==> config.mk <==
export PLATFORM = sky130hd
export DESIGN_NAME = iwu_top
export DESIGN_NICKNAME = d
export VERILOG_FILES = /design/src/iwu_wdt.v /design/src/iwu_top.v
export VERILOG_INCLUDE_DIRS = /design/src /design/src/common
export SDC_FILE = /design/constraint.sdc
export NUM_CORES = 1
export LEC_CHECK = 0
export BUFFER_PORTS_ARGS = -buffer_cell sky130_fd_sc_hd__buf_2
export CAP_MARGIN = 20
export CORE_MARGIN = 3
export CORE_UTILIZATION = 56
export CTS_CLUSTER_DIAMETER = 60
export DETAILED_ROUTE_END_ITERATION = 7
export PLACE_DENSITY = 0.85
export SETUP_SLACK_MARGIN = 0.02
export SLEW_MARGIN = 40
export SYNTH_ARGS = -nofsm -noshare
export SYNTH_HDL_FRONTEND = slang
export SYNTH_SLANG_ARGS = --single-unit
export TNS_END_PERCENT = 30
==> constraint.sdc <==
create_clock -name core_clk_i -period 8.23 [get_ports core_clk_i]
set_clock_uncertainty 0.05 [all_clocks]
set_input_delay 1.646 -clock core_clk_i [delete_from_list [all_inputs] [get_ports core_clk_i]]
set_output_delay 1.646 -clock core_clk_i [all_outputs]
set_load 0.01 [all_outputs]
==> src/common/iwu_consts.vh <==
// constants for the interrupt and watchdog unit
`ifndef IWU_CONSTS_VH
`define IWU_CONSTS_VH

// program address width and vectors
`define IWU_ADDR_W        10
`define IWU_VEC_TRAP      10'h001
`define IWU_VEC_HW        10'h008

// event flag / mask bit positions
`define IWU_BIT_TMR0      0
`define IWU_BIT_PBCHG     1
`define IWU_BIT_EXT       2
`define IWU_BIT_TMR1      3
`define IWU_BIT_WDT       6

// reset values
`define IWU_FLAG_RST      8'h00
`define IWU_MASK_RST      8'h00
`define IWU_GIE_RST       1'b0
`define IWU_TO_N_RST      1'b1

// timer wrap points
`define IWU_CNT_MAX       8'hff
`define IWU_CNT_MIN       8'h00

// watchdog base periods in microseconds
`define IWU_WDT_T0_US     3500
`define IWU_WDT_T1_US     15000
`define IWU_WDT_T2_US     60000
`define IWU_WDT_T3_US     250000

// watchdog oscillator tick period in nanoseconds
`define IWU_WDT_OSC_NS    1000

// base periods in oscillator ticks, all four times divide exactly
`define IWU_WDT_CNT0      ((`IWU_WDT_T0_US * 1000) / `IWU_WDT_OSC_NS)
`define IWU_WDT_CNT1      ((`IWU_WDT_T1_US * 1000) / `IWU_WDT_OSC_NS)
`define IWU_WDT_CNT2      ((`IWU_WDT_T2_US * 1000) / `IWU_WDT_OSC_NS)
`define IWU_WDT_CNT3      ((`IWU_WDT_T3_US * 1000) / `IWU_WDT_OSC_NS)

// watchdog counter width
`define IWU_WDT_W         20

`endif

==> src/iwu_wdt.v <==
// watchdog counter with the shared prescaler and time-out status bit
`timescale 1ns/100ps
`include "iwu_consts.vh"
module iwu_wdt #(
  parameter CNT0 = `IWU_WDT_CNT0,
  parameter CNT1 = `IWU_WDT_CNT1,
  parameter CNT2 = `IWU_WDT_CNT2,
  parameter CNT3 = `IWU_WDT_CNT3
) (
  // clock and reset
  input  wire       core_clk_i,
  input  wire       rst_i,
  // configuration and control
  input  wire       cfg_enable_i,
  input  wire       cfg_irq_mode_i,
  input  wire [1:0] cfg_period_i,
  input  wire       run_i,
  input  wire       psc_assign_i,
  input  wire [2:0] psc_ratio_i,
  input  wire       osc_tick_i,
  input  wire       clear_i,
  // results
  output wire       expire_o,
  output wire       timeout_status_n_o
);

  reg [`IWU_WDT_W-1:0] cnt_ff;
  reg [`IWU_WDT_W-1:0] nxt_cnt;
  reg [7:0]            psc_ff;
  reg [7:0]            nxt_psc;
  reg                  to_n_ff;
  reg                  nxt_to_n;
  reg [`IWU_WDT_W-1:0] limit;
  reg [8:0]            psc_div;
  reg                  base_hit;
  reg                  expire;

  // base period chosen by the two-bit option
  always @* begin // RULE16
    case (cfg_period_i)
      2'h0:    limit = CNT0[`IWU_WDT_W-1:0] - 1'b1;
      2'h1:    limit = CNT1[`IWU_WDT_W-1:0] - 1'b1;
      2'h2:    limit = CNT2[`IWU_WDT_W-1:0] - 1'b1;
      default: limit = CNT3[`IWU_WDT_W-1:0] - 1'b1;
    endcase
  end

  always @* begin
    // reset mode 1:1..1:128, interrupt mode 1:2..1:256
    if (cfg_irq_mode_i) begin // RULE18
      psc_div = 9'h002 << psc_ratio_i;
    end else begin
      psc_div = 9'h001 << psc_ratio_i;
    end
    // counts oscillator ticks only while enabled and running
    base_hit = cfg_enable_i && run_i && osc_tick_i && (cnt_ff == limit); // RULE13 RULE14
    expire   = 1'b0;
    nxt_cnt  = cnt_ff;
    nxt_psc  = psc_ff;
    nxt_to_n = to_n_ff;
    if (cfg_enable_i && run_i && osc_tick_i) begin // RULE14
      if (base_hit) begin
        nxt_cnt = {`IWU_WDT_W{1'b0}};
        if (psc_assign_i) begin // RULE17
          if ({1'b0, psc_ff} == psc_div - 9'h001) begin
            nxt_psc = 8'h00;
            expire  = 1'b1;
          end else begin
            nxt_psc = psc_ff + 8'h01;
          end
        end else begin
          expire = 1'b1;
        end
      end else begin
        nxt_cnt = cnt_ff + 1'b1;
      end
    end
    if (expire && !clear_i) begin
      nxt_to_n = 1'b0; // RULE15
    end
    if (clear_i) begin
      nxt_cnt = {`IWU_WDT_W{1'b0}};
      if (psc_assign_i) begin // RULE19
        nxt_psc  = 8'h00;
        nxt_to_n = 1'b1;
      end
    end
  end

  always @(posedge core_clk_i) begin
    if (rst_i) begin
      cnt_ff  <= {`IWU_WDT_W{1'b0}};
      psc_ff  <= 8'h00;
      to_n_ff <= `IWU_TO_N_RST;
    end else begin
      cnt_ff  <= nxt_cnt;
      psc_ff  <= nxt_psc;
      to_n_ff <= nxt_to_n;
    end
  end

  // a clear in the same cycle wins over an expiry
  assign expire_o           = expire && !clear_i;
  assign timeout_status_n_o = to_n_ff;

endmodule // iwu_wdt

==> src/iwu_top.v <==
// interrupt controller with watchdog as interrupt and reset source
// How it works
// [RULE1] five hardware event sources are accepted
// [RULE2] unmask sets, mask clears global enable
// [RULE3] soft trap vectors to 0x001, clears enable
// [RULE4] return sets enable, core resumes saved point
// [RULE5] events set sticky flags, firmware zero clears
// [RULE6] flags read back only where mask set
// [RULE7] enabled pending flag vectors 0x008, clears enable
// [RULE8] nested firmware unmasks first, ends with return
// [RULE9] firmware avoids unmask right before return
// [RULE10] timer0 wrap sets its flag
// [RULE11] timer1 underflow sets its flag
// [RULE12] watchdog expiry in irq mode sets bit 6
// [RULE13] watchdog counts its own oscillator ticks
// [RULE14] run bit gates watchdog counting
// [RULE15] option picks reset or irq, clears status
// [RULE16] two-bit option picks base time-out
// [RULE17] prescaler assign lengthens watchdog time-out
// [RULE18] prescaler spans differ by watchdog mode
// [RULE19] clear instruction clears counter, prescaler, status (here prescaler and status only while the prescaler is assigned)
// [RULE20] port B input change sets change flag
// [RULE21] selected pin 0 edge sets external flag
// [RULE22] one vector for all, flags left set
// [RULE23] reset clears enable, flags and masks
`timescale 1ns/100ps
`include "iwu_consts.vh"
module iwu_top #(
  parameter WDT_CNT0 = `IWU_WDT_CNT0,
  parameter WDT_CNT1 = `IWU_WDT_CNT1,
  parameter WDT_CNT2 = `IWU_WDT_CNT2,
  parameter WDT_CNT3 = `IWU_WDT_CNT3
) (
  // clock and reset
  input  wire                  core_clk_i,
  input  wire                  rst_i,
  // executed instruction strobes from the core
  input  wire                  irq_unmask_instr_i,
  input  wire                  irq_mask_instr_i,
  input  wire                  soft_trap_instr_i,
  input  wire                  return_from_isr_i,
  input  wire                  watchdog_clear_instr_i,
  // fetch redirection to the core
  output wire                  vec_take_o,
  output wire [`IWU_ADDR_W-1:0] vec_addr_o,
  output wire                  isr_return_o,
  // timer event sources
  input  wire [7:0]            tmr0_count_i,
  input  wire [7:0]            tmr1_count_i,
  // port B event sources
  input  wire [7:0]            pb_pin_i,
  input  wire [7:0]            pb_is_input_i,
  input  wire [7:0]            pb_wake_en_i,
  input  wire                  ext_irq_en_i,
  input  wire                  ext_edge_fall_i,
  // flag and mask register access
  input  wire                  flag_wr_i,
  input  wire [7:0]            flag_wdata_i,
  output wire [7:0]            event_flag_reg_o,
  input  wire                  mask_wr_i,
  input  wire [7:0]            mask_wdata_i,
  output wire [7:0]            event_mask_reg_o,
  output wire                  global_irq_enable_o,
  // watchdog configuration and control
  input  wire                  cfg_wdt_enable_i,
  input  wire                  cfg_wdt_irq_mode_i,
  input  wire [1:0]            cfg_wdt_period_i,
  input  wire                  watchdog_run_i,
  input  wire                  prescaler_assign_i,
  input  wire [2:0]            prescaler_ratio_i,
  input  wire                  wdt_osc_tick_i,
  // watchdog results
  output wire                  wdt_reset_o,
  output wire                  timeout_status_n_o
);

  reg [7:0]             flag_ff;
  reg [7:0]             mask_ff;
  reg                   gie_ff;
  reg                   nxt_gie;
  reg [7:0]             tmr0_prev_ff;
  reg [7:0]             tmr1_prev_ff;
  reg [7:0]             pb_prev_ff;
  reg                   hist_valid_ff;
  reg                   vec_take_ff;
  reg                   nxt_vec_take;
  reg [`IWU_ADDR_W-1:0] vec_addr_ff;
  reg [`IWU_ADDR_W-1:0] nxt_vec_addr;
  reg                   ret_ff;
  reg                   wdt_reset_ff;
  reg [7:0]             flag_rd_ff;
  reg [7:0]             nxt_flag;
  reg [7:0]             ev_set;
  reg [7:0]             pb_change;
  reg                   ext_edge;
  reg                   tmr0_wrap;
  reg                   tmr1_wrap;
  reg [7:0]             pb_watch;
  reg                   nxt_ret;
  reg                   nxt_wdt_reset;
  wire                  wdt_expire;
  wire                  hw_pending;
  wire                  hw_take;

  // watchdog counter and prescaler
  iwu_wdt #(
    .CNT0 (WDT_CNT0),
    .CNT1 (WDT_CNT1),
    .CNT2 (WDT_CNT2),
    .CNT3 (WDT_CNT3)
  ) u_wdt (
    .core_clk_i         (core_clk_i),
    .rst_i              (rst_i),
    .cfg_enable_i       (cfg_wdt_enable_i),
    .cfg_irq_mode_i     (cfg_wdt_irq_mode_i),
    .cfg_period_i       (cfg_wdt_period_i),
    .run_i              (watchdog_run_i),
    .psc_assign_i       (prescaler_assign_i),
    .psc_ratio_i        (prescaler_ratio_i),
    .osc_tick_i         (wdt_osc_tick_i),
    .clear_i            (watchdog_clear_instr_i),
    .expire_o           (wdt_expire),
    .timeout_status_n_o (timeout_status_n_o)
  );

  // timer wrap detection against last cycle's count
  always @* begin
    tmr0_wrap = (tmr0_prev_ff == `IWU_CNT_MAX) &&
                (tmr0_count_i == `IWU_CNT_MIN); // RULE10
    tmr1_wrap = (tmr1_prev_ff == `IWU_CNT_MIN) &&
                (tmr1_count_i == `IWU_CNT_MAX); // RULE11
  end

  // pins watched for change, pin 0 is lost to the external edge while that is enabled
  always @* begin
    pb_watch = pb_is_input_i & pb_wake_en_i;
    if (ext_irq_en_i) begin
      pb_watch[0] = 1'b0; // RULE20
    end
  end

  // level change per port B pin
  genvar gp;
  generate
    for (gp = 0; gp < 8; gp = gp + 1) begin : g_pin
      always @* begin
        if (pb_watch[gp]) begin // RULE20
          pb_change[gp] = pb_pin_i[gp] ^ pb_prev_ff[gp];
        end else begin
          pb_change[gp] = 1'b0;
        end
      end
    end
  endgenerate

  // external pin edge of the selected polarity
  always @* begin
    if (ext_edge_fall_i) begin // RULE21
      ext_edge = pb_prev_ff[0] && !pb_pin_i[0];
    end else begin
      ext_edge = !pb_prev_ff[0] && pb_pin_i[0];
    end
  end

  // event detection, the first cycle after reset has no history
  always @* begin
    ev_set = 8'h00;
    if (hist_valid_ff) begin // RULE1
      ev_set[`IWU_BIT_TMR0]  = tmr0_wrap; // RULE10
      ev_set[`IWU_BIT_TMR1]  = tmr1_wrap; // RULE11
      ev_set[`IWU_BIT_PBCHG] = |pb_change; // RULE20
      ev_set[`IWU_BIT_EXT]   = ext_irq_en_i && ext_edge; // RULE21
    end
    ev_set[`IWU_BIT_WDT] = wdt_expire && cfg_wdt_irq_mode_i; // RULE12
  end

  always @(posedge core_clk_i) begin
    if (rst_i) begin
      tmr0_prev_ff  <= 8'h00;
      tmr1_prev_ff  <= 8'h00;
      pb_prev_ff    <= 8'h00;
      hist_valid_ff <= 1'b0;
    end else begin
      tmr0_prev_ff  <= tmr0_count_i;
      tmr1_prev_ff  <= tmr1_count_i;
      pb_prev_ff    <= pb_pin_i;
      hist_valid_ff <= 1'b1;
    end
  end

  // sticky flags: firmware writes 0 to clear, a new event wins
  genvar gi;
  generate
    for (gi = 0; gi < 8; gi = gi + 1) begin : g_flag
      always @* begin
        if (ev_set[gi]) begin // RULE5
          nxt_flag[gi] = 1'b1;
        end else if (flag_wr_i && !flag_wdata_i[gi]) begin
          nxt_flag[gi] = 1'b0;
        end else begin
          nxt_flag[gi] = flag_ff[gi];
        end
      end
    end
  endgenerate

  always @(posedge core_clk_i) begin
    if (rst_i) begin
      flag_ff <= `IWU_FLAG_RST; // RULE23
    end else begin
      flag_ff <= nxt_flag;
    end
  end

  // mask loads whole on a write
  always @(posedge core_clk_i) begin
    if (rst_i) begin
      mask_ff <= `IWU_MASK_RST; // RULE23
    end else if (mask_wr_i) begin
      mask_ff <= mask_wdata_i;
    end
  end

  // any enabled flag raises one request, flags are left alone
  assign hw_pending = |(flag_ff & mask_ff); // RULE22
  assign hw_take    = hw_pending && gie_ff && !soft_trap_instr_i; // RULE7

  // fetch redirection: trap first, then an enabled hardware request
  always @* begin
    nxt_vec_take = 1'b0;
    nxt_vec_addr = vec_addr_ff;
    if (soft_trap_instr_i) begin // RULE3
      nxt_vec_take = 1'b1;
      nxt_vec_addr = `IWU_VEC_TRAP;
    end else if (hw_take) begin // RULE7
      nxt_vec_take = 1'b1;
      nxt_vec_addr = `IWU_VEC_HW;
    end
  end

  // global enable: a vector clears it ahead of any instruction
  always @* begin
    if (nxt_vec_take) begin // RULE3 RULE7
      nxt_gie = 1'b0;
    end else if (irq_unmask_instr_i || return_from_isr_i) begin // RULE2 RULE4
      nxt_gie = 1'b1;
    end else if (irq_mask_instr_i) begin // RULE2
      nxt_gie = 1'b0;
    end else begin
      nxt_gie = gie_ff;
    end
  end

  // return and watchdog reset pulses, decided one cycle ahead
  always @* begin
    nxt_ret       = return_from_isr_i && !soft_trap_instr_i; // RULE4
    nxt_wdt_reset = wdt_expire && !cfg_wdt_irq_mode_i; // RULE15
  end

  always @(posedge core_clk_i) begin
    if (rst_i) begin
      gie_ff <= `IWU_GIE_RST; // RULE23
    end else begin
      gie_ff <= nxt_gie;
    end
  end

  // vector pulse and the address it points at
  always @(posedge core_clk_i) begin
    if (rst_i) begin
      vec_take_ff <= 1'b0;
      vec_addr_ff <= {`IWU_ADDR_W{1'b0}};
    end else begin
      vec_take_ff <= nxt_vec_take;
      vec_addr_ff <= nxt_vec_addr;
    end
  end

  // core pops its saved return point on this pulse
  always @(posedge core_clk_i) begin
    if (rst_i) begin
      ret_ff <= 1'b0;
    end else begin
      ret_ff <= nxt_ret; // RULE4
    end
  end

  always @(posedge core_clk_i) begin
    if (rst_i) begin
      wdt_reset_ff <= 1'b0;
    end else begin
      wdt_reset_ff <= nxt_wdt_reset; // RULE15
    end
  end

  // readback masked with the mask as it stood before this edge
  always @(posedge core_clk_i) begin
    if (rst_i) begin
      flag_rd_ff <= 8'h00;
    end else begin
      flag_rd_ff <= nxt_flag & mask_ff; // RULE6
    end
  end

  assign vec_take_o          = vec_take_ff;
  assign vec_addr_o          = vec_addr_ff;
  assign isr_return_o        = ret_ff;
  assign event_flag_reg_o    = flag_rd_ff;
  assign event_mask_reg_o    = mask_ff;
  assign global_irq_enable_o = gie_ff;
  assign wdt_reset_o         = wdt_reset_ff;

endmodule // iwu_top

# After elaboration in Yosys (flattened, before gate mapping)
# Cells that the tools add are included.
op_classes:
  add_sub_neg: 3
  eq_ne: 6
  n_shift: 2
  n_mux: 47
  n_bitwise: 11
  n_reduce_logical: 46
ops:
  columns: ["op", "n"]
  rows:
  - ["case mux 18 bit (3 select lines)", 1]
  - ["two-way mux 8 bit", 6]
  - ["two-way mux 1 bit", 37]
  - ["AND 8 bit", 3]
  - ["logical AND 1 bit", 22]
  - ["adder 20 x 1 -> 20 bit, second input constant", 1]
  - ["== test 20 x 18 -> 1 bit", 1]
  - ["two-way mux 20 bit", 1]
  - ["== test 8 bit, second input constant", 2]
  - ["logical NOT 8 bit", 2]
  - ["OR reduction 8 bit", 2]
  - ["logical NOT 1 bit", 13]
  - ["== test 8 x 9 -> 1 bit", 1]
  - ["two-way mux 9 bit", 1]
  - ["left shift 1 x 3 -> 9 bit, first input constant", 1]
  - ["left shift 2 x 3 -> 9 bit, first input constant", 1]
  - ["subtractor 9 x 1 -> 9 bit, second input constant", 1]
  - ["adder 8 x 1 -> 8 bit, second input constant", 1]
  - ["bitwise XOR 1 bit", 8]
  - ["OR reduction 2 bit", 3]
  - ["two-way mux 4 bit", 1]
  - ["nonzero test 2 bit", 2]
  - ["== test 2 x 1 -> 1 bit, second input constant", 1]
  - ["== test 2 bit, second input constant", 1]
  - ["2 further kinds", 2]
word_totals:
  register_bits: 84
  inputBits: 77
  output_inout_bits: 31
  wordCells: 131

# Logic depth before layout (Yosys ltp)
# Gate-level depths: netlist of run 1.
depth:
  word_depth: 12
  ltp_mapped: 11
  depth_no_buf: 11

# Modules after synthesis
# Synthesis of run 1 repeated with hierarchy kept, for this count alone.
hier_totals:
  cells_unflattened: 450
  area_unflattened_um2: 4050.1
by_module_without_submodules:
  columns: ["module", "instances", "cells_each", "area_each_um2", "seq_area_each_um2"]
  rows:
  - ["iwu_wdt", 1, 256, 2055.7, 580.6]
  - ["iwu_top", 1, 194, 1994.4, 1101.1]

# Worst setup path before layout of run 1
# No wires, ideal clock.
synth_timing:
  path_kind: "input -> register"
  from: "input cfg_wdt_irq_mode_i"
  to: "register with a tool-made name"
  setup_ns: 0.128
  t_arrival_ns: 3.625
  t_required_ns: 8.052
  setup_slack_ns: 4.426
  cell_stages: 10
  path_cell_list: "inv_1 > ha_1 > clkbuf_1 > nand2_1 > ha_1 > xnor2_1 > nor4b_1 > nand4_1 > nand4_1 > o21ai_0"
synth_lines:
  columns: ["element", "line_no", "source"]
  rows:
  - ["start: declaration", "iwu_top.v:66", "input wire cfg_wdt_irq_mode_i,"]

==> reports/results.tsv, run 1 <==
stage	metric	value	unit
floorplan	DIE HEIGHT	89.25	um
clock_tree	TritonCTS clock tree	yes	
worst_setup_path	crit path cell chain	buf_2 -> inv_1 -> ha_1 -> nor2b_1 -> nand2b_1 -> ha_1 -> xnor2_1 -> o311ai_0 -> nand4_1 -> nand4_1 -> o21ai_0	
synthesis	number of synthesized flops with an enable pin	0	
placed_design	PortBufs	99	
clock_tree	worst skew pair latency	0.36	ns
worst_setup_path	Crit path largest cell delay	0.43	ns
worst_setup_path	Worst path slowest cell	nand4_1	
clock_tree	CTS Root Cell	clkbuf_8	
global_routing	largest net degree at the start of global routing	48	
global_routing	global route overflow	0	
synthesis	synthesis warning total	0	
synthesis	Mapped Cells	425	
placed_design	dpl ws	3.757	ns
worst_setup_path	FF-to-FF Start	u_wdt.cnt_ff[5]$_SDFFE_PP0P_	
clock_tree	# hold bufs at CTS	0	
floorplan	core area	6531	um^2
pwr	PwrDens	172.0	nW/um^2
drt	DRC viols	0	
sta	Final Hold Viols	0	
placed_design	HPWL after DPL	6812	um
final_layout	Area Overhead vs Synth	18.25	%
sta	RSZ-0062 raised after global routing	false	
final_layout	Fill cells	541	
clock_tree	# H-tree levels	3	
synthesis	Cell variety after synth	53	
synthesis	main flop type after synthesis	dfxtp_1	
floorplan	IO Count	108	
clock_tree	Num Clock Sinks	84	
pwr	VDD IR max	0.0001015	V
clock_tree	postcts setup bufs	0	
sta	Final setup violation count	0	
sta	Sum Neg Setup Slack	0	ns
synthesis	synthesized cell area	3881	um^2
worst_setup_path	CP startpoint kind	input pin	
sta	Slew @ Worst Pin	0.7705	ns
synthesis	Synth Area in Compound Gates	12.38	%
min_path	worst hold path type	reg2reg	
worst_setup_path	CP bufs+invs	2	
worst_setup_path	CP top delay family	simple AND/OR/NAND/NOR gates	
drt	Vias/cell	5.589	
synthesis	Synth Area in Simple Gates	24.95	%
synthesis	Seq cells post-synth	84	
final_layout	nets@finish	612	
drt	DRT Pass-1 Iters	5	
min_path	HP Start	flag_ff[7]$_SDFF_PP0_	
synthesis	FFs w/ async S/R, synth	0	%
floorplan	Starting Density	59.43	%
synthesis	mux cell area share after synthesis	2.353	%
global_routing	number of global-route vias before repair	3139	
worst_setup_path	critical path capture point type	flop	
clock_tree	Max Root-Sink Buffers	2	
global_routing	initial antenna violation count	0	
final_layout	highest-count cells in the layout ignoring fill and taps	buf_2 (98), dfxtp_1 (84), nor2_1 (42), nor2b_1 (29), xor2_1 (25)	
status	status	complete, no violations	
drt	remaining antenna violation count after routing	0	
floorplan	Die Wd	89.25	um
clock_tree	CTS Buf Count	9	
worst_setup_path	WS Path Type	in2reg	
synthesis	largest family of logic cells by synthesized area	simple AND/OR/NAND/NOR gates	
global_routing	GRT Total Usage	22.16	%
final_layout	Finished Core Util	70.27	%
worst_setup_path	CP arrival	4.36	ns
placed_design	placed cell count	588	
clock_tree	post-CTS sizing	0	
sta	slack of the critical path	4.054	ns
worst_setup_path	Worst Path Required	8.41	ns
synthesis	Seq/Total Area, Yosys	43.33	%
sta	fin crit period	4.176	ns
final_layout	layout cell share with drive strength beyond 1	23.34	%
sta	Rel. slew slack	48.63	%
sta	Fmax	0.2395	GHz
global_routing	first-pass GRT wire length	13840	um
sta	fin. max-slew vios	0	
worst_setup_path	maximum fanout along the worst path	12	
final_layout	ANT cells	0	
synthesis	Avg Cell Area, Syn	9.132	um^2
drt	via count	3376	
synthesis	Synth Area in XOR/XNOR	8.575	%
sta	Tcrit/Tclk final	50.74	%
synthesis	Post-Synth Adder-Cell Area	4.191	%
final_layout	commonest non-fill, non-tap cell in the layout	buf_2	
floorplan	die footprint	7966	um^2
pwr	Leak Pwr	0.002015	uW
worst_setup_path	Worst Setup SP	cfg_wdt_irq_mode_i	
drt	DR WL/cell	14.81	um
clock_tree	CTS clk-pin slew, worst paths	0.08	ns
flow_run	max cap viols	0	
final_layout	fin cells	604	
floorplan	site row count	29	
drt	DRT Wirelength	8946	um
drt	Starting DRT DRC Count	128	
placed_design	gp weighted congestion	0.9029	
==> Yosys cell counts, types with 4 or more instances <==
master	number	area share, %
clkbuf_1	9	0.87
nand2_1	16	1.5
nand4_1	15	2.4
o31ai_1	7	1.4
xor2_1	25	5.6
inv_1	14	1.4
and2_1	8	1.3
nor2b_1	29	4.7
o21ai_0	13	1.7
nor3_1	8	1.0
buf_4	8	1.5
a31oi_1	6	0.97
nand3_1	22	2.8
nor2_1	43	4.2
and4_1	4	0.90
xnor2_1	13	2.9
ha_1	13	4.2
nor4_1	5	0.81
o211a_1	4	1.0
a21oi_1	10	1.3
mux2i_1	8	2.1
and3_1	6	0.97
dfxtp_1	84	43
a22oi_1	11	2.1
==> report_power, final <==
| group | switching [uW] | internal (uW) |
|---|---|---|
| Sequential | 5.79 | 417 |
| Combinational | 45.4 | 38.8 |
| Clock | 159 | 124 |
| Total | 210 | 580 |
==> worst register-to-register path, cell delays in order, from the launching register on <==
cell      delay [ns]
dfxtp_1         0.36
or4_1           0.54
a2111o_1        0.50
o31ai_4         0.70
o21ai_2         0.25
a22oi_1         0.27
o31ai_1         0.11
==> worst paths after layout <==
| check | slack, ns | end | depth (start not counted) |
|---|---|---|---|
| worst min register to register | 0.44 | flag_ff[7]$_SDFF_PP0_ | 1 |
| worst min-delay path | 0.44 | flag_ff[7]$_SDFF_PP0_ | 1 |
| worst max-delay path | 4.05 | flop | 11 |
| worst max register to register | 5.33 | flop | 6 |
==> final cells by class <==
class	count	area [um^2]	share of cell area (%)
Inverter	14	52.55	1.145
Clock buffer	10	137.6	2.999
Sequential cell	84	1682	36.64
Timing Repair Buffer	99	498.0	10.85
Clock inverter	6	55.05	1.200
Tap cell	77	96.34	2.099
Multi-Input combinational cell	314	2068	45.07
==> cell families (layout without fill, tap and decap cells) <==
| logic type | Yosys count | after routing |
|---|---|---|
| AOI/OAI and AO/OA | 68 | 68 |
| xor gates and xnor gates | 38 | 38 |
| adders and majority gates | 13 | 13 |
| buffers and inverters | 34 | 129 |
| DFF | 84 | 84 |
| muxes | 9 | 9 |
| other | 1 | 8 |
| and+or+nand+nor | 178 | 178 |
==> flip-flops by register name, summed over array words and instances, names as in the netlist, named ones only <==
| name | count |
|---|---|
| tmr0_prev_ff | 8 |
| flag_ff | 8 |
| event_flag_reg_o | 8 |
| global_irq_enable_o | 1 |
| u_wdt.timeout_status_n_o | 1 |
| isr_return_o | 1 |
| hist_valid_ff | 1 |
| u_wdt.cnt_ff | 20 |
| vec_addr_o | 2 |
| event_mask_reg_o | 8 |
| vec_take_o | 1 |
| pb_prev_ff | 8 |
| wdt_reset_o | 1 |
| tmr1_prev_ff | 8 |
==> metrics by stage <==
step	hold WS [ns]	total power [uW]	area [um^2]
2_1_floorplan	0.3982	483.0	3908
3_3_place_gp	0.4162	512.0	4392
3_5_place_dp	0.4261	515.6	4392
4_1_cts	0.4389	792.8	4584
5_1_grt	0.4684	822.5	4589
6_report	0.4386	789.6	4589
==> layer usage <==
layer	part of all wire, %	global-route usage, %
met2	53	38.71
met1	41	26.17
met5	0	0
met4	0.88	7.307
met3	5.5	6.175
(Power assumes the default switching activity.)
==> run 2, diff against run 1 <==
Settings changed: CORE_UTILIZATION 56 to 52, PLACE_DENSITY 0.85 to 0.8.
Clock period 8.23 ns to 4 ns, I/O delays scaled along.
==> run 2 against run 1 <==
  * First-iteration DRC count decreased by 16%
  * Largest cell class unchanged
  * Utilization fell by 3.9 points
  * Clock power rose by 140%
==> reports/results.tsv, run 2 (synthesis results as in run 1) <==
stage	metric	value	unit
status	status	complete, no violations	
drt	Starting DRT DRC Count	107	
worst_setup_path	crit path cell chain	buf_2 -> inv_1 -> ha_1 -> nor2b_1 -> nand2b_1 -> ha_1 -> xnor2_1 -> o311ai_0 -> nand4_1 -> nand4_1 -> o21ai_0	
clock_tree	post-CTS sizing	0	
pwr	VDD IR max	0.0003250	V
clock_tree	# H-tree levels	3	
drt	DRT Pass-1 Iters	4	
drt	met1 wire length	3762	um
final_layout	highest-count cells in the layout ignoring fill and taps	buf_2 (99), dfxtp_1 (84), nor2_1 (43), nor2b_1 (29), xor2_1 (25)	
global_routing	global route overflow	0	
sta	Slew @ Worst Pin	0.7703	ns
final_layout	layout cell share with drive strength beyond 1	23.44	%
global_routing	first-pass GRT wire length	14630	um
floorplan	site row count	30	
drt	Vias/cell	5.376	
sta	Fmax	0.3023	GHz
drt	highest metal used	met4	
final_layout	ANT cells	0	
placed_design	PortBufs	99	
sta	fin. max-slew vios	0	
sta	fin crit period	3.308	ns
drt	DRT Wirelength	8664	um
floorplan	Die Wd	92.40	um
sta	Final Hold Viols	0	
drt	DR WL/cell	13.86	um
floorplan	core area	7019	um^2
min_path	worst hold path type	reg2reg	
drt	remaining antenna violation count after routing	0	
worst_setup_path	critical path capture point type	flop	
drt	DRC viols	0	
floorplan	DIE HEIGHT	92.40	um
final_layout	Area Overhead vs Synth	20.08	%
final_layout	max FFs per register	20	
clock_tree	worst skew pair latency	0.35	ns
pwr	Leak Pwr	0.002040	uW
drt	via count	3360	
placed_design	gp weighted congestion	0.8785	
global_routing	initial antenna violation count	0	
placed_design	placed cell count	609	
final_layout	fin cells	625	
final_layout	Fill cells	592	
clock_tree	Num Clock Sinks	84	
sta	Hold Slack	0.4375	ns
floorplan	IO Count	108	
final_layout	Finished Core Util	66.40	%
final_layout	largest reg by FF count	u_wdt.cnt_ff	
drt	routed length on met3	436	um
clock_tree	# hold bufs at CTS	0	
worst_setup_path	Worst Path Required	4.18	ns
worst_setup_path	CP startpoint kind	input pin	
clock_tree	TritonCTS clock tree	yes	
placed_design	area post-placement	4431	um^2
sta	Rel. slew slack	48.46	%
clock_tree	CTS Root Cell	clkbuf_8	
sta	Sum Neg Setup Slack	0	ns
drt	met2 WL	4374	um
final_layout	post-layout instance area	4661	um^2
sta	Tcrit/Tclk final	82.71	%
global_routing	largest net degree at the start of global routing	47	
clock_tree	postcts setup bufs	0	
pwr	PwrDens	370.4	nW/um^2
placed_design	HPWL after DPL	6607	um
worst_setup_path	WS Path Type	in2reg	
flow_run	max cap viols	0	
sta	Final setup violation count	0	
clock_tree	CTS Buf Count	9	
worst_setup_path	maximum fanout along the worst path	12	
final_layout	nets@finish	614	
worst_setup_path	Crit path largest cell delay	0.44	ns
clock_tree	Max Root-Sink Buffers	2	
sta	RSZ-0062 raised after global routing	false	
clock_tree	CTS clk-pin slew, worst paths	0.10	ns
worst_setup_path	CP arrival	3.48	ns
worst_setup_path	Worst path slowest cell	nand4_1	
floorplan	die footprint	8537	um^2
final_layout	commonest non-fill, non-tap cell in the layout	buf_2	
global_routing	GRT Total Usage	20.83	%
floorplan	Starting Density	55.29	%
global_routing	number of global-route vias before repair	3323	
==> run 2: changes by cell type in the layout (fill, tap and decap cells not counted), sizes merged <==
cell    delta
buf        +2
bufinv     +2
clkbuf     -1
clkinv     -1
==> run 2: per-layer routing <==
| metal | vias up | GRT usage (%) |
|---|---|---|
| met3 | 10 | 5.199 |
| met2 | 82 | 36.74 |
| met4 | 0 | 5.446 |
| met5 | - | 0 |
| met1 | 1579 | 25.19 |
| li1 | 1689 | - |
==> run 2: final cells by class <==
type / instances / area [um^2] / share of cell area, %
Tap cell: 96 / 120.1 / 2.577
Clock inverter: 7 / 106.4 / 2.282
Sequential cell: 84 / 1682 / 36.08
Inverter: 14 / 52.55 / 1.128
Multi-Input combinational cell: 314 / 2066 / 44.32
Clock buffer: 9 / 123.9 / 2.658
Timing Repair Buffer: 101 / 510.5 / 10.95
==> run 2: final timing paths <==
path	startpoint	cells after the start	slack (ns)	to
hold reg to reg	flag_ff[4]$_SDFF_PP0_	1	0.44	flag_ff[4]$_SDFF_PP0_
hold / removal	flag_ff[4]$_SDFF_PP0_	1	0.44	flag_ff[4]$_SDFF_PP0_
setup / recovery	cfg_wdt_irq_mode_i	11	0.69	flop
setup reg to reg	u_wdt.cnt_ff[8]$_SDFFE_PP0P_	5	1.47	flop
==> run 2: power by group <==
part           leakage [uW]  internal, uW  switching [uW]
sequential         0.000687           858            11.4
combinational       0.00124          80.7            91.0
clock              0.000116           363             322
==> run 2: through the flow <==
step                total power (uW)  worst slack (ns)
global route                    1802            0.3829
global placement                1056            0.5549
floorplan                      993.8             1.042
finish                          1726            0.6918
detailed placement              1061            0.3858
CTS                             1737            0.7415
==> run 2: worst max-delay path, delay by kind of cell <==
kind	cells	cell delay, ns
buffers and inverters	2	0.17
AND/OR/NAND/NOR	4	1.26
XOR/XNOR	1	0.17
adder cells (fa/ha/maj)	2	0.63
AO/OA/AOI/OAI	2	0.46
